$ cat src/common/mcc_pkg.sv
// package: constants and carriers for master clock and mode configuration
package mcc_pkg;
    // ==========================================
    // rates and timing
    // ==========================================
    localparam int unsigned MCC_SYS_CLK_KHZ = 40000;
    localparam int unsigned MCC_E1_KHZ = 2048;
    localparam int unsigned MCC_T1_KHZ = 1544;
    localparam int unsigned MCC_NUM_CH = 8;
    localparam int unsigned MCC_PHASE_W = 32;
    // phase increments: out_khz * 2^32 / sys_khz
    localparam logic [31:0] MCC_INC_E1 =
        32'((64'(MCC_E1_KHZ) << 32) / 64'(MCC_SYS_CLK_KHZ));
    localparam logic [31:0] MCC_INC_T1 =
        32'((64'(MCC_T1_KHZ) << 32) / 64'(MCC_SYS_CLK_KHZ));
    // ==========================================
    // reference select codes
    // ==========================================
    localparam logic [2:0] MCC_SEL_HI_E1 = 3'h0;
    localparam logic [2:0] MCC_SEL_HI_T1 = 3'h1;
    localparam logic [2:0] MCC_SEL_8K = 3'h2;
    localparam logic [2:0] MCC_SEL_16K = 3'h3;
    localparam logic [2:0] MCC_SEL_56K = 3'h4;
    localparam logic [2:0] MCC_SEL_64K = 3'h5;
    localparam logic [2:0] MCC_SEL_128K = 3'h6;
    localparam logic [2:0] MCC_SEL_256K = 3'h7;
    // equalizer codes with bit 3 set select the e1 rate (t1 otherwise)
    localparam int unsigned MCC_EQC_E1_BIT = 3;
    // ==========================================
    // apb register map
    // ==========================================
    localparam logic [7:0] MCC_ADDR_CTRL = 8'h00;
    localparam logic [7:0] MCC_ADDR_STAT = 8'h04;
    localparam logic [7:0] MCC_ADDR_CH_BASE = 8'h10;
    // ctrl fields
    localparam int unsigned MCC_CTRL_HOST = 0;
    localparam int unsigned MCC_CTRL_SEL = 4;
    localparam int unsigned MCC_CTRL_EQC = 8;
    localparam logic [31:0] MCC_CTRL_RST = 32'h0000_0000;
    localparam logic [15:0] MCC_CH_RST = 16'h0000;
    // per-channel fields
    localparam int unsigned MCC_CH_RES = 0;
    localparam int unsigned MCC_CH_TER = 2;
    localparam int unsigned MCC_CH_JA = 4;
    localparam int unsigned MCC_CH_RXT = 6;
    localparam int unsigned MCC_CH_TXT = 7;
    localparam int unsigned MCC_CH_EQC = 8;
    localparam int unsigned MCC_CH_PAT = 13;
    localparam int unsigned MCC_CH_LOOP = 15;
    // tx pattern and loopback encodings
    localparam logic [1:0] MCC_PAT_NONE = 2'h0;
    localparam logic [1:0] MCC_PAT_TRANSMIT_ALL_ONES = 2'h1;
    localparam logic [1:0] MCC_PAT_QRSS = 2'h2;
    localparam logic [2:0] MCC_LB_NONE = 3'h0;
    localparam logic [2:0] MCC_LB_ANALOG = 3'h1;
    localparam logic [2:0] MCC_LB_REMOTE = 3'h2;
    localparam logic [2:0] MCC_LB_DIGITAL = 3'h3;
    localparam logic [2:0] MCC_LB_DUAL = 3'h4;

    // per-channel line configuration
    typedef struct packed {
        logic [1:0] rx_ext_resistor_select;
        logic [1:0] termination_impedance_select;
        logic [1:0] jitter_path_select;
        logic rx_termination_enable;
        logic tx_termination_enable;
        logic [4:0] equalizer_control;
        logic transmit_all_ones;
        logic qrss_enable;
        logic [2:0] loopback;
    } mcc_chan_cfg_t;

    // hardware-mode strap pins
    typedef struct packed {
        logic [1:0] rx_ext_resistor_select;
        logic [1:0] termination_impedance_select;
        logic [1:0] jitter_path_select;
        logic rx_termination_enable;
        logic tx_termination_enable;
        logic [4:0] equalizer_control;
        logic transmit_all_ones;
        logic [2:0] ref_freq_select;
    } mcc_strap_t;

    // serial host port wiring
    typedef struct packed {
        logic serial_host_clk;
        logic serial_host_in;
        logic serial_host_out;
        logic serial_host_out_oe;
    } mcc_ser_t;
endpackage

$ cat src/rtl/mcc_top.sv
// module: master clock synthesizer and host/hardware mode configuration
//
// Overview of operation
// - one master clock is produced at either the t1 or the e1 line rate.
// - all eight channels take the same line rate, no mixing of t1 and e1.
// - codes 000/001 use the e1 or t1 reference; rate 0 gives 2048 khz, rate 1 gives 1544 khz.
// - codes 010..111 take 8..256 khz on the e1 input, ignore the t1 input, rate picks output.
// - the output rate select comes from the five-bit equalizer control.
// - host mode uses the parallel port unless the host port select input is high.
// - the serial port uses the serial host clock as its transfer timing.
// - serial reads return register contents on the serial host output.
// - in hardware mode resistor, termination, equalizer and rx/tx termination are global.
// - in hardware mode the jitter attenuator path is one shared setting.
// - in hardware mode qrss is not offered while all-ones still is.
// - in hardware mode dual loopback is refused; other loopbacks remain.
// - in host mode each channel keeps its own build-out with one shared line rate.
`timescale 1ns/1ps
module mcc_top #(
    parameter int unsigned NUM_CH = 8
) (
    // clock and reset
    input wire logic mclk_in,
    input wire logic sys_rst_in,
    // apb slave
    input wire logic psel,
    input wire logic penable,
    input wire logic pwrite,
    input wire logic [7:0] paddr,
    input wire logic [31:0] pwdata,
    output logic [31:0] prdata,
    output logic pready,
    output logic pslverr,
    // reference clocks and straps
    input wire logic e1_ref_clock_in,
    input wire logic t1_ref_clock_in,
    input wire mcc_pkg::mcc_strap_t strap_in,
    input wire logic hw_mode_in,
    input wire logic host_port_select_in,
    // serial host port
    input wire logic serial_host_clk_in,
    input wire logic serial_host_in,
    output logic serial_host_out,
    output logic serial_host_out_oe_out,
    // outputs
    output logic master_clk_out,
    output logic output_rate_select_out,
    output logic serial_port_active_out,
    output mcc_pkg::mcc_chan_cfg_t [NUM_CH-1:0] chan_cfg_out
);
    import mcc_pkg::*;

    if (NUM_CH != MCC_NUM_CH) begin : g_ch_check
        $error("channel count must be eight");
    end

    typedef struct packed {
        logic [31:0] ctrl;
        logic [NUM_CH-1:0][17:0] chan;
        logic [31:0] rdata;
        logic err;
        logic ack;
        logic e1_ref_d;
        logic t1_ref_d;
        logic sclk_d;
        logic [15:0] ser_shift;
        logic [4:0] ser_cnt;
        logic ser_out;
        logic ser_oe;
        mcc_chan_cfg_t [NUM_CH-1:0] cfg;
    } mcc_st_t;

    mcc_st_t st_q;
    mcc_st_t st_d;

    // ==========================================
    // mode and rate selection
    // ==========================================
    logic host_mode;
    logic [2:0] ref_sel;
    logic [4:0] eqc_global;
    logic rate_sel;
    logic ref_edge;
    logic ser_sel;
    logic [31:0] inc;
    logic ref_seen;
    logic [2:0] ser_idx;

    assign host_mode = !hw_mode_in;
    assign ref_sel = host_mode ? st_q.ctrl[MCC_CTRL_SEL +: 3] : strap_in.ref_freq_select;
    assign eqc_global = host_mode ? st_q.ctrl[MCC_CTRL_EQC +: 5] : strap_in.equalizer_control;
    // rate 1 selects t1; derived from equalizer control, no own pin
    assign rate_sel = !eqc_global[MCC_EQC_E1_BIT];
    assign ser_sel = host_mode && host_port_select_in;
    // channel named by the low command bits, last one still on the input
    assign ser_idx = {st_q.ser_shift[1:0], serial_host_in};
    // output rate chosen by rate select only, whichever reference is used
    assign inc = rate_sel ? MCC_INC_T1 : MCC_INC_E1;
    // codes other than 001 watch the e1 input; t1 input ignored there
    always_comb begin
        if (ref_sel == MCC_SEL_HI_T1) begin
            ref_edge = t1_ref_clock_in && !st_q.t1_ref_d;
        end else begin
            ref_edge = e1_ref_clock_in && !st_q.e1_ref_d;
        end
    end

    mcc_ref_div u_div (
        .mclk_in(mclk_in),
        .sys_rst_in(sys_rst_in),
        .inc_in(inc),
        .ref_edge_in(ref_edge),
        .mclk_out(master_clk_out),
        .ref_seen_out(ref_seen)
    );

    // ==========================================
    // apb decode
    // ==========================================
    logic acc;
    logic wr;
    logic ch_hit;
    logic mapped;
    logic [2:0] ch_idx;
    logic [31:0] rd_val;

    assign acc = psel && penable;
    // one wait state: read data registered in the first access cycle
    assign wr = acc && st_q.ack && pwrite;
    assign ch_hit = paddr >= MCC_ADDR_CH_BASE && paddr < 8'(MCC_ADDR_CH_BASE + 4 * NUM_CH)
        && paddr[1:0] == 2'h0;
    assign mapped = paddr == MCC_ADDR_CTRL || paddr == MCC_ADDR_STAT || ch_hit;
    assign ch_idx = 3'((paddr - MCC_ADDR_CH_BASE) >> 2);

    always_comb begin
        rd_val = 32'h0000_0000;
        if (paddr == MCC_ADDR_CTRL) begin
            rd_val = st_q.ctrl;
        end else if (paddr == MCC_ADDR_STAT) begin
            rd_val = {28'h000_0000, ref_seen, ser_sel, host_mode, rate_sel};
        end else if (ch_hit) begin
            rd_val = {14'h0000, st_q.chan[ch_idx]};
        end
    end

    // ==========================================
    // state update
    // ==========================================
    always_comb begin
        st_d = st_q;
        st_d.e1_ref_d = e1_ref_clock_in;
        st_d.t1_ref_d = t1_ref_clock_in;
        st_d.sclk_d = serial_host_clk_in;
        st_d.err = 1'b0;
        st_d.ack = acc && !st_q.ack;
        if (acc && !st_q.ack) begin
            st_d.rdata = rd_val;
            st_d.err = !mapped;
        end
        if (wr && paddr == MCC_ADDR_CTRL) begin
            st_d.ctrl = pwdata;
        end
        if (wr && ch_hit) begin
            st_d.chan[ch_idx] = pwdata[17:0];
        end
        // serial port: shift on serial clock rising edge, 24-bit frame
        if (!ser_sel) begin
            st_d.ser_cnt = 5'h00;
            st_d.ser_oe = 1'b0;
        end else if (serial_host_clk_in && !st_q.sclk_d) begin
            st_d.ser_shift = {st_q.ser_shift[14:0], serial_host_in};
            st_d.ser_cnt = st_q.ser_cnt + 5'h01;
            if (st_q.ser_cnt == 5'h07 && st_q.ser_shift[5]) begin
                // read command: command bit 6; first data bit leaves at once
                st_d.ser_oe = 1'b1;
                st_d.ser_out = st_q.chan[ser_idx][15];
                st_d.ser_shift = {st_q.chan[ser_idx][14:0], 1'b0};
            end
            if (st_q.ser_oe) begin
                st_d.ser_out = st_q.ser_shift[15];
            end
            if (st_q.ser_cnt == 5'h17) begin
                st_d.ser_cnt = 5'h00;
                st_d.ser_oe = 1'b0;
            end
        end
        // per-channel effective configuration
        for (int i = 0; i < NUM_CH; i++) begin
            if (host_mode) begin
                st_d.cfg[i].rx_ext_resistor_select = st_q.chan[i][MCC_CH_RES +: 2];
                st_d.cfg[i].termination_impedance_select = st_q.chan[i][MCC_CH_TER +: 2];
                st_d.cfg[i].jitter_path_select = st_q.chan[i][MCC_CH_JA +: 2];
                st_d.cfg[i].rx_termination_enable = st_q.chan[i][MCC_CH_RXT];
                st_d.cfg[i].tx_termination_enable = st_q.chan[i][MCC_CH_TXT];
                // own build-out per channel, rate bit forced common
                st_d.cfg[i].equalizer_control = st_q.chan[i][MCC_CH_EQC +: 5];
                st_d.cfg[i].equalizer_control[MCC_EQC_E1_BIT] = !rate_sel;
                st_d.cfg[i].transmit_all_ones =
                    st_q.chan[i][MCC_CH_PAT +: 2] == MCC_PAT_TRANSMIT_ALL_ONES;
                st_d.cfg[i].qrss_enable = st_q.chan[i][MCC_CH_PAT +: 2] == MCC_PAT_QRSS;
                // every loopback, dual included, selectable per channel
                st_d.cfg[i].loopback = st_q.chan[i][MCC_CH_LOOP +: 3];
            end else begin
                st_d.cfg[i].rx_ext_resistor_select = strap_in.rx_ext_resistor_select;
                st_d.cfg[i].termination_impedance_select =
                    strap_in.termination_impedance_select;
                st_d.cfg[i].jitter_path_select = strap_in.jitter_path_select;
                st_d.cfg[i].rx_termination_enable = strap_in.rx_termination_enable;
                st_d.cfg[i].tx_termination_enable = strap_in.tx_termination_enable;
                st_d.cfg[i].equalizer_control = strap_in.equalizer_control;
                st_d.cfg[i].transmit_all_ones = strap_in.transmit_all_ones;
                st_d.cfg[i].qrss_enable = 1'b0;
                // loopback codes from the channel register; dual never offered
                st_d.cfg[i].loopback = {1'b0, st_q.chan[i][MCC_CH_LOOP +: 2]};
            end
        end
    end

    always_ff @(posedge mclk_in or posedge sys_rst_in) begin
        if (sys_rst_in) begin
            st_q <= '0;
        end else begin
            st_q <= st_d;
        end
    end

    // ==========================================
    // outputs
    // ==========================================
    assign prdata = st_q.rdata;
    assign pready = st_q.ack;
    assign pslverr = st_q.ack && st_q.err;
    assign serial_host_out = st_q.ser_out;
    assign serial_host_out_oe_out = st_q.ser_oe;
    assign output_rate_select_out = rate_sel;
    assign serial_port_active_out = ser_sel;
    assign chan_cfg_out = st_q.cfg;
endmodule

$ cat src/rtl/mcc_ref_div.sv
// module: sticky reference edge seen flag and master clock phase accumulator
`timescale 1ns/1ps
module mcc_ref_div (
    // clock and reset
    input wire logic mclk_in,
    input wire logic sys_rst_in,
    // control
    input wire logic [31:0] inc_in,
    input wire logic ref_edge_in,
    // outputs
    output logic mclk_out,
    output logic ref_seen_out
);
    import mcc_pkg::*;

    typedef struct packed {
        logic [MCC_PHASE_W-1:0] phase;
        logic seen;
    } mcc_div_st_t;

    mcc_div_st_t st_q;
    mcc_div_st_t st_d;

    always_comb begin
        st_d = st_q;
        st_d.phase = st_q.phase + inc_in;
        if (ref_edge_in) begin
            st_d.seen = 1'b1;
        end
    end

    always_ff @(posedge mclk_in or posedge sys_rst_in) begin
        if (sys_rst_in) begin
            st_q <= '0;
        end else begin
            st_q <= st_d;
        end
    end

    assign mclk_out = st_q.phase[MCC_PHASE_W-1];
    assign ref_seen_out = st_q.seen;
endmodule

$ cat config.mk
export PLATFORM = sky130hd
export DESIGN_NAME = mcc_top
export DESIGN_NICKNAME = d
export VERILOG_FILES = /design/src/common/mcc_pkg.sv /design/src/rtl/mcc_top.sv /design/src/rtl/mcc_ref_div.sv
export SDC_FILE = /design/constraint.sdc
export NUM_CORES = 1
export LEC_CHECK = 0
export BUFFER_PORTS_ARGS = -buffer_cell sky130_fd_sc_hd__buf_2
export CAP_MARGIN = 20
export CORE_ASPECT_RATIO = 0.7
export CORE_MARGIN = 2
export CORE_UTILIZATION = 53
export DETAILED_ROUTE_END_ITERATION = 6
export PLACE_DENSITY_LB_ADDON = 0.25
export SETUP_SLACK_MARGIN = 0.15
export SLEW_MARGIN = 40
export SYNTH_ARGS = -nofsm -noshare
export SYNTH_HDL_FRONTEND = slang
export SYNTH_SLANG_ARGS = --single-unit
$ cat constraint.sdc
create_clock -name mclk_in -period 10.78 [get_ports mclk_in]
set_input_delay 0 -clock mclk_in [delete_from_list [all_inputs] [get_ports mclk_in]]
set_output_delay 0 -clock mclk_in [all_outputs]
set_load 0.1 [all_outputs]
==> impl_metrics.yaml, run 1 <==
run_status:
  status: "completed"
synth:
  post_synth.cell_area_avg_um2: 11.7
  postSynthCellCount: 1656
  ys_ff_latch: 406
  synthesis.yosys.warnings: 0
  main_synth_ff_type: "sky130_fd_sc_hd__dfrtp_1"
  synth.yosys.seq_area_share_pct: 52.4
  ys_async_sr_fraction_pct: 100
  synth_nets: 1742
  main_area_contributors_after_synthesis: "sky130_fd_sc_hd__dfrtp_1, sky130_fd_sc_hd__mux2_2, sky130_fd_sc_hd__mux4_2"
  netlist_area_mm2: 0.0194
  post_synth_most_frequent_cells: "sky130_fd_sc_hd__dfrtp_1, sky130_fd_sc_hd__o21ai_0, sky130_fd_sc_hd__buf_4"
  synth.most_common_cell: "sky130_fd_sc_hd__dfrtp_1"
  netlist-cell-type-count: 65
  biggest_area_consumer_among_synthesized_cells: "sky130_fd_sc_hd__dfrtp_1"
  synth_edf_count: 0
  synth_top_cell_area_share_pct: 52.4
sta:
  timing_hold_violations_final: 0
  maxClockFrequency_ghz: 0.281
  setup_viol: 0
  post-route-period-util_pct: 33.0
  finalClockSkew_ns: 0.0197
  final_period_minus_worst_setup_slack_ns: 3.56
  rsz0062_at_grt: "no"
  setup-tns-final_ns: 0
  slew_headroom_pct: 44.4
  worstMarginPinSlew_ns: 0.833
  finalMaxSlewViolations: 0
critical_path:
  cp_data_required_time_ns: 11.24
  critPathCaptureType: "flip-flop"
  rrSetupSlack_ns: 7.46
  startpoint_of_the_most_critical_setup_path: "hw_mode_in"
  timing.setup.critical_path_class: "input port to flip-flop"
  crit_path_start_kind: "input port"
  worst_r2r_path_depth: 9
  worst_ep_arrival_time_ns: 4.03
  rr_startpoint: "st_q[359]$_DFFE_PP0P_"
  regToRegEndpoint: "u_div.st_q[26]$_DFF_PP0_"
  critPathMaxFanout: 64
clock_network:
  clock_root_buffer: "sky130_fd_sc_hd__clkbuf_16"
  clk_latency_ns: 0.55
  cts.sink_count: 406
  tritoncts: "done"
  cts_post_setup_buffers_inserted: 0
  cts_made_buffers: 41
  cts_htree_levels: 2
  cts_buffer_depth: 3
  clk_pin_slew_worst_paths_ns: 0.07
drt:
  firstDrtPassIters: 5
  route.vias.total: 12800
  antenna_violating_nets_post_route: 0
  wire_per_inst_um: 21.3
  drcViolationCount: 0
  vias_per_cell: 5.62
  drtIter0Drc: 1020
  routed_wirelength_um: 48600
layout:
  layout-drive-gt1-share_pct: 31.3
  area_delta_synth_final_pct: 12.4
  final.fill_count: 2882
  finish.net_count: 1853
die:
  die_h_um: 164
  ios: 251
  fp.dieArea_mm2: 0.0382
  die_w_um: 233
  floorplan.initialDensity_pct: 53.9
  fp.coreArea_mm2: 0.0360
  placementRows: 58
run:
  timing.max_cap.violations: 0
min_path:
  hold_path_startpoint: "strap_in[7]"
  worst_hold_path.num_cells: 2
  classification_of_the_worst_slack_hold_path: "input port to flip-flop"
  hold_path_end: "chan_cfg_out[134]$_DFF_PP0_"
power_and_ir_drop:
  p_total_w: 0.00407
  total_leakage_power_nw: 10.5
  ir_worst_vdd_v: 0.000110
  power_density_mw_per_mm2: 187
global_routing:
  grt_pass1_wl_um: 75300
  globalRoute.totalOverflow: 0
  antenna_violations_before_repair: 1
  grt.total_usage_pct: 25.9
  via_count_of_the_first_global_routing_pass: 12800
  grt_max_degree: 149
place:
  port-buffer-count: 250
  dpl.hpwl_um: 31400
  place.gp.congestion: 0.904
[sequential cells by signal, indices dropped and copies added (netlist names)]
register and flops:
serial_host_out 1, u_div.mclk_out 1, chan_cfg_out 137, prdata 32
st_q 199, pready 1, serial_host_out_oe_out 1, u_div.st_q 31
u_div.ref_seen_out 1, ser_idx 2
[stage by stage]
step	cell area (um^2)	hold WS [ns]	std cells	util [%]	worst slack, ns
global placement	19700	0.129	2147	54.8	7.46
detailed placement	19800	0.129	2148	55.0	7.33
CTS	21800	0.0215	2276	60.5	7.29
floorplan	19400	0.0314	1656	-	5.31
finish	21800	0.0512	2278	60.6	7.22
global route	21800	0.0451	2278	60.6	6.95
[metal layers]
metal	share of wire [%]	wire [um]	track usage (%)	up-vias
met5	0	0	0	-
met4	2.5	1240	7.67	0
met3	6.9	3360	4.77	82
met2	44	21500	38.1	521
met1	46	22400	39.3	6447
li1	-	-	-	5761
[placed cells by master, fill, tap and decap left out, types with 39 or more instances in the layout]
cell / count
sky130_fd_sc_hd__a21oi_1: 39
sky130_fd_sc_hd__dfrtp_1: 405
sky130_fd_sc_hd__buf_2: 248
sky130_fd_sc_hd__mux2_2: 137
sky130_fd_sc_hd__nor2_1: 45
sky130_fd_sc_hd__mux4_2: 68
sky130_fd_sc_hd__clkbuf_16: 43
sky130_fd_sc_hd__nand2_1: 149
sky130_fd_sc_hd__o21ai_0: 192
sky130_fd_sc_hd__inv_1: 110
sky130_fd_sc_hd__dlygate4sd3_1: 55
[logic make-up after synthesis]
kind of cell	count (synthesis)	synth area share, %
flops	406	52.4
fa+ha+maj	18	1.16
xor+xnor	28	1.26
simple gates	281	6.70
mux	270	19.4
buf+inv	368	10.9
compound gates	285	8.18
[where the power goes]
group | leakage, nW | total, W | internal, W | switching (W)
combinational | 4.44 | 0.000875 | 0.000284 | 0.000591
clock | 0.704 | 0.00151 | 0.000903 | 0.000603
sequential | 5.38 | 0.00169 | 0.00162 | 0.0000719
total | 10.5 | 0.00407 | 0.00281 | 0.00127
[timing repair]
action,4_1_cts,5_1_grt
endpoints found under the hold margin,434,0
gates resized for setup,0,0
hold buffers,55,0
[cell type report]
type                    instances  area (um^2)  area share (%)
multi-input cells             882         7160            32.8
flip-flops and latches        406        10200            46.6
diodes                          1         2.50          0.0115
repair buffers                324         2020            9.28
clock buffers                  56         1200            5.53
well taps                     480          601            2.76
inverters                     112          424            1.95
clock inverters                17          223            1.02
[critical path, stage by stage]
cell and delay, ns:
sky130_fd_sc_hd__dlygate4sd3_1 0.55, sky130_fd_sc_hd__buf_4 0.47, sky130_fd_sc_hd__mux2_2 0.52, sky130_fd_sc_hd__inv_1 0.26, sky130_fd_sc_hd__ha_1 0.27, sky130_fd_sc_hd__a21oi_1 0.27
sky130_fd_sc_hd__o21ai_0 0.30, sky130_fd_sc_hd__a221oi_1 0.57, sky130_fd_sc_hd__o31ai_1 0.24, sky130_fd_sc_hd__a2111o_1 0.47, sky130_fd_sc_hd__o211ai_1 0.09
[how the worst max path moves through the flow]
stage	to	slack, ns	cells past startpoint
floorplan	chan_cfg_out[0]$_DFF_PP0_	5.31	1
global placement	u_div.st_q[26]$_DFF_PP0_	7.46	10
detailed placement	u_div.st_q[26]$_DFF_PP0_	7.33	10
CTS	u_div.st_q[26]$_DFF_PP0_	7.29	11
global route	u_div.st_q[26]$_DFF_PP0_	6.95	11
finish	u_div.st_q[26]$_DFF_PP0_	7.22	11
(Power assumes the default switching activity.)
==> run 2, diff against run 1 <==
CORE_UTILIZATION = 58   (was 53)
clock period = 3.7 ns   (was 10.78 ns; I/O delays follow)
==> run 2 against run 1 <==
Against the previous run: hold slack worse by 0.018 ns; setup slack worse by 6.8 ns; clock power grew to 2.7 times the previous value; final cell count is 1.8% lower; sequential power grew to 2.9 times the previous value; final area is 0.59% lower; first-iteration DRC count is 13% higher; via count is 1.3% higher; register-to-register slack worse by 7.0 ns; total power grew to 2.8 times the previous value; sequential cell count stayed put; sequential share of layout area is 0.28 points higher.
==> impl_metrics.yaml, run 2 (synthesized netlist as in run 1, its figures left out) <==
global_routing:
  grt_pass1_wl_um: 75500
  globalRoute.totalOverflow: 0
  grt_max_degree: 130
  via_count_of_the_first_global_routing_pass: 13000
  antenna_violations_before_repair: 3
  grt.total_usage_pct: 28.1
sta:
  setup-tns-final_ns: 0
  final_period_minus_worst_setup_slack_ns: 3.27
  post-route-period-util_pct: 88.5
  maxClockFrequency_ghz: 0.305
  timing_hold_violations_final: 0
  worstMarginPinSlew_ns: 0.781
  slew_headroom_pct: 47.9
  setup_viol: 0
  finalMaxSlewViolations: 0
  rsz0062_at_grt: "no"
  finalClockSkew_ns: 0.0196
  fin_worst_hold_slack_ns: 0.0328
power_and_ir_drop:
  power.share.sequential_pct: 42.8
  p_switching_w: 0.00367
  p_total_w: 0.0115
  p_sw_share_pct: 31.8
  power_density_mw_per_mm2: 533
  power.internal_w: 0.00787
  p_comb_share_pct: 22.1
  total_leakage_power_nw: 10.5
  clock_power_share_pct: 35.1
  ir_worst_vdd_v: 0.000305
clock_network:
  tritoncts: "done"
  clock_root_buffer: "sky130_fd_sc_hd__clkbuf_16"
  cts_htree_levels: 2
  cts.sink_count: 406
  cts_post_setup_buffers_inserted: 0
  cts-resized-gates: 0
  cts_buffer_depth: 3
  clk_pin_slew_worst_paths_ns: 0.07
  cts_made_buffers: 39
  clk_latency_ns: 0.55
  cts.hold.buffers_added: 52
layout:
  layout_commonest_cell: "sky130_fd_sc_hd__dfrtp_1"
  final_cells: 2237
  mostFrequentLayoutCells: "sky130_fd_sc_hd__dfrtp_1, sky130_fd_sc_hd__buf_2, sky130_fd_sc_hd__o21ai_0"
  largest_register_ffs: 199
  postLayoutCoreUtil_pct: 66.4
  max_flop_register: "st_q"
  area_delta_synth_final_pct: 11.8
  finish.net_count: 1861
  layout-drive-gt1-share_pct: 31.3
min_path:
  classification_of_the_worst_slack_hold_path: "input port to flip-flop"
drt:
  route.vias.total: 13000
  firstDrtPassIters: 6
  vias_per_cell: 5.80
  routed_wirelength_um: 48600
  wire_per_inst_um: 21.7
  antenna_violating_nets_post_route: 0
  drcViolationCount: 0
  drtIter0Drc: 1155
die:
  fp.dieArea_mm2: 0.0349
  die_h_um: 157
  die_w_um: 223
  ios: 251
  placementRows: 55
  floorplan.initialDensity_pct: 59.4
  fp.coreArea_mm2: 0.0326
critical_path:
  cp_data_required_time_ns: 4.12
  crit_path_start_kind: "flip-flop"
  worst_ep_arrival_time_ns: 3.69
  critPathMaxFanout: 13
  critPathCaptureType: "flip-flop"
  timing.setup.critical_path_class: "flip-flop to flip-flop"
place:
  dpl.hpwl_um: 31900
  place.gp.congestion: 0.905
  dpl.cell_count: 2107
  port-buffer-count: 250
run_status:
  status: "completed"
run:
  timing.max_cap.violations: 0
==> run 2: path summary, 6_finish.rpt <==
| check | from | endpoint | slack, ns | cells past startpoint |
|---|---|---|---|---|
| max | st_q[359]$_DFFE_PP0P_ | u_div.st_q[26]$_DFF_PP0_ | 0.43 | 10 |
| min | strap_in[7] | chan_cfg_out[134]$_DFF_PP0_ | 0.03 | 2 |
| max reg2reg | st_q[359]$_DFFE_PP0P_ | u_div.st_q[26]$_DFF_PP0_ | 0.43 | 10 |
| min reg2reg | st_q[274]$_DFFE_PP0P_ | chan_cfg_out[55]$_DFF_PP0_ | 0.41 | 0 |
| max in group asynchronous | sys_rst_in | u_div.st_q[17]$_DFF_PP0_ | 2.02 | 6 |
| min in group asynchronous | sys_rst_in | st_q[301]$_DFFE_PP0P_ | 0.52 | 4 |
==> run 2: final cells by class <==
type | count | area (um^2)
Fill cell | 2451 | 11000
Sequential cell | 406 | 10200
Multi-Input combinational cell | 882 | 7150
Timing Repair Buffer | 334 | 2090
Clock buffer | 57 | 1160
Tap cell | 427 | 534
Inverter | 112 | 424
Clock inverter | 15 | 145
Antenna cell | 4 | 10.0
==> run 2: power by group through the flow <==
stage	sequential (W)	clock [W]	combinational [W]
5_1_grt	0.00497	0.00429	0.00276
3_3_place_gp	0.00502	0	0.00245
3_5_place_dp	0.00501	0	0.00247
2_1_floorplan	0.00496	0	0.00202
4_1_cts	0.00494	0.00410	0.00253
6_report	0.00494	0.00406	0.00255
==> run 2: routing by layer <==
metal,global-route usage [%],vias up,wire [um]
li1,-,5774,-
met1,41.1,6619,21800
met4,8.09,4,1350
met2,42.7,475,22000
met3,6.29,104,3460
met5,0,-,26
==> run 2: critical path, cell delays in order (launching register included) <==
cell and delay (ns):
sky130_fd_sc_hd__dfrtp_1 0.37, sky130_fd_sc_hd__mux2_2 0.40, sky130_fd_sc_hd__inv_1 0.29, sky130_fd_sc_hd__ha_1 0.41, sky130_fd_sc_hd__nand2_1 0.11, sky130_fd_sc_hd__o21ai_0 0.51
sky130_fd_sc_hd__a221oi_1 0.15, sky130_fd_sc_hd__buf_4 0.19, sky130_fd_sc_hd__o31ai_1 0.42, sky130_fd_sc_hd__a2111o_1 0.22, sky130_fd_sc_hd__o211ai_1 0.07
==> run 2: stage by stage <==
stage	setup slack (ns)	area, um^2
global route	0.225	21700
finish	0.425	21700
CTS	0.475	21600
global placement	0.562	19800
floorplan	-1.77	19400
detailed placement	0.486	19800
==> run 3, diff against run 2 <==
CELL_PAD_IN_SITES_DETAIL_PLACEMENT = 0   (was unset)
CELL_PAD_IN_SITES_GLOBAL_PLACEMENT = 2   (was unset)
CORE_UTILIZATION = 39   (was 58)
==> run 3 against run 2 <==
Against the previous run: final cell count up 11%; hold slack better by 0.028 ns; combinational power about the same; setup slack worse by 0.12 ns; sequential power about the same; clock skew up 0.00067 ns; count of clock-buffer cells in the layout up 5; total power up 2.9%; highest routed layer unchanged; wire length up 8.3%; critical path depth down 1.
==> impl_metrics.yaml, run 3 (synthesized netlist as in run 1, its figures left out) <==
power_and_ir_drop:
  p_switching_w: 0.00378
  clock_power_share_pct: 36.8
  power.internal_w: 0.00811
  total_leakage_power_nw: 10.6
  ir_worst_vdd_v: 0.000234
  power_density_mw_per_mm2: 538
  p_total_w: 0.0119
  power.share.sequential_pct: 41.5
  p_sw_share_pct: 31.8
  p_comb_share_pct: 21.6
layout:
  layout-drive-gt1-share_pct: 31.7
  postLayoutCoreUtil_pct: 44.9
  max_flop_register: "st_q"
  final_cells: 2474
  finish.instance_area_mm2: 0.0221
  area_delta_synth_final_pct: 13.9
  mostFrequentLayoutCells: "sky130_fd_sc_hd__dfrtp_1, sky130_fd_sc_hd__buf_2, sky130_fd_sc_hd__o21ai_0"
  layout_commonest_cell: "sky130_fd_sc_hd__dfrtp_1"
  largest_register_ffs: 199
  finish.net_count: 1865
  antennaDiodeCount: 0
sta:
  rsz0062_at_grt: "no"
  setup_viol: 0
  worstMarginPinSlew_ns: 0.796
  finalClockSkew_ns: 0.0202
  timing_hold_violations_final: 0
  final_period_minus_worst_setup_slack_ns: 3.39
  slew_headroom_pct: 46.8
  fin_worst_hold_slack_ns: 0.0609
  post-route-period-util_pct: 91.7
  finalMaxSlewViolations: 0
  maxClockFrequency_ghz: 0.295
critical_path:
  crit_path_start_kind: "flip-flop"
  worst_path_max_delay_cell: "sky130_fd_sc_hd__o21ai_0"
  path_buf_inv: 1
  cp_data_required_time_ns: 4.16
  cpPeakStageDelay_ns: 0.60
  cp_cell_sequence: "mux2_2, inv_1, ha_1, nand2_1, o21ai_0, a31oi_1, o211a_1, o21ai_0, xor2_1"
  critPathTopFamily: "compound AO/OA/AOI/OAI gates"
  path_common_cell: "sky130_fd_sc_hd__o21ai_0"
  critPathCaptureType: "flip-flop"
  timing.setup.critical_path_class: "flip-flop to flip-flop"
  worst_ep_arrival_time_ns: 3.85
  critPathMaxFanout: 13
clock_network:
  tritoncts: "done"
  cts_buffer_depth: 3
  cts_post_setup_buffers_inserted: 0
  cts.sink_count: 406
  clock_root_buffer: "sky130_fd_sc_hd__clkbuf_16"
  cts_htree_levels: 2
  cts_made_buffers: 43
  clk_latency_ns: 0.55
  clk_pin_slew_worst_paths_ns: 0.06
die:
  fp.dieArea_mm2: 0.0515
  fp.coreArea_mm2: 0.0492
  ios: 251
  die_w_um: 271
  placementRows: 68
  floorplan.initialDensity_pct: 39.4
  die_h_um: 191
run_status:
  status: "completed"
min_path:
  classification_of_the_worst_slack_hold_path: "input port to flip-flop"
global_routing:
  grt.total_usage_pct: 20.5
  antenna_violations_before_repair: 5
  globalRoute.totalOverflow: 0
  grt_pass1_wl_um: 80600
  via_count_of_the_first_global_routing_pass: 13000
  grt_max_degree: 89
drt:
  drcViolationCount: 0
  firstDrtPassIters: 5
  antenna_violating_nets_post_route: 0
  drtIter0Drc: 857
  routed_wirelength_um: 52700
  route.vias.total: 12600
  vias_per_cell: 5.11
  wire_per_inst_um: 21.3
place:
  placedInstanceArea_mm2: 0.0201
  dpl.cell_count: 2346
  dpl.hpwl_um: 34200
  port-buffer-count: 250
  place.gp.congestion: 0.833
run:
  timing.max_cap.violations: 0
==> run 3: cell count changes in the layout (fill, tap and decap cells not counted), moves of 2 or more <==
cell and delta:
sky130_fd_sc_hd__buf_12 +2, sky130_fd_sc_hd__buf_6 -2, sky130_fd_sc_hd__clkbuf_16 +2, sky130_fd_sc_hd__clkbuf_8 +4, sky130_fd_sc_hd__clkinv_2 -3, sky130_fd_sc_hd__diode_2 -4
sky130_fd_sc_hd__inv_6 +2, sky130_fd_sc_hd__nand2_1 -2
==> run 3: worst paths after layout <==
path                                       start                     endpoint  slack (ns)  cells past startpoint
hold reg to reg            st_q[220]$_DFFE_PP0P_    chan_cfg_out[1]$_DFF_PP0_        0.40                      0
setup reg to reg           st_q[359]$_DFFE_PP0P_     u_div.st_q[24]$_DFF_PP0_        0.31                      9
min in group asynchronous             sys_rst_in        st_q[316]$_DFFE_PP0P_        0.09                      3
max in group asynchronous             sys_rst_in  chan_cfg_out[119]$_DFF_PP0_        2.66                      4
setup / recovery           st_q[359]$_DFFE_PP0P_     u_div.st_q[24]$_DFF_PP0_        0.31                      9
hold / removal                        hw_mode_in        st_q[150]$_DFFE_PP0P_        0.06                      3
==> run 3: layer usage <==
| layer | global-route usage (%) | vias to the layer above | routed length (um) |
|---|---|---|---|
| li1 | - | 5777 | - |
| met1 | 30.4 | 6487 | 25200 |
| met2 | 31.4 | 301 | 24000 |
| met3 | 3.75 | 64 | 2600 |
| met4 | 4.19 | 8 | 854 |
| met5 | 0 | - | 48 |
==> run 3: tightest hold or removal path, stage by stage <==
cell and delay (ns):
sky130_fd_sc_hd__buf_4 0.14, sky130_fd_sc_hd__nand2b_1 0.34, sky130_fd_sc_hd__nor2_1 0.08
==> run 3: final cells by class <==
type	count	area, um^2
clock buffer	62	1260
fill	4706	27100
multi-input combinational	882	7170
clock inverter	13	150
sequential	406	10200
timing repair buffer	334	2090
tap	665	832
inverter	112	424
==> run 3: through the flow <==
step,setup slack (ns),TNS (ns)
after floorplan,-1.77,-718.49
after global placement,0.440,0
after detailed placement,0.377,0
after CTS,0.355,0
after global routing,0.129,0
final,0.307,0
==> run 3: power by group through the flow <==
stage | sequential (W) | combinational [W] | clock, W
6_report | 0.00494 | 0.00257 | 0.00438
5_1_grt | 0.00497 | 0.00279 | 0.00469
4_1_cts | 0.00493 | 0.00257 | 0.00449
3_5_place_dp | 0.00501 | 0.00251 | 0
3_3_place_gp | 0.00501 | 0.00250 | 0
2_1_floorplan | 0.00496 | 0.00202 | 0
==> run 3: timing repair <==
action	CTS	global route
gates resized for setup	0	1
hold endpoints to repair	301	0
hold buffers	53	0
endpoints found under the setup margin	0	1
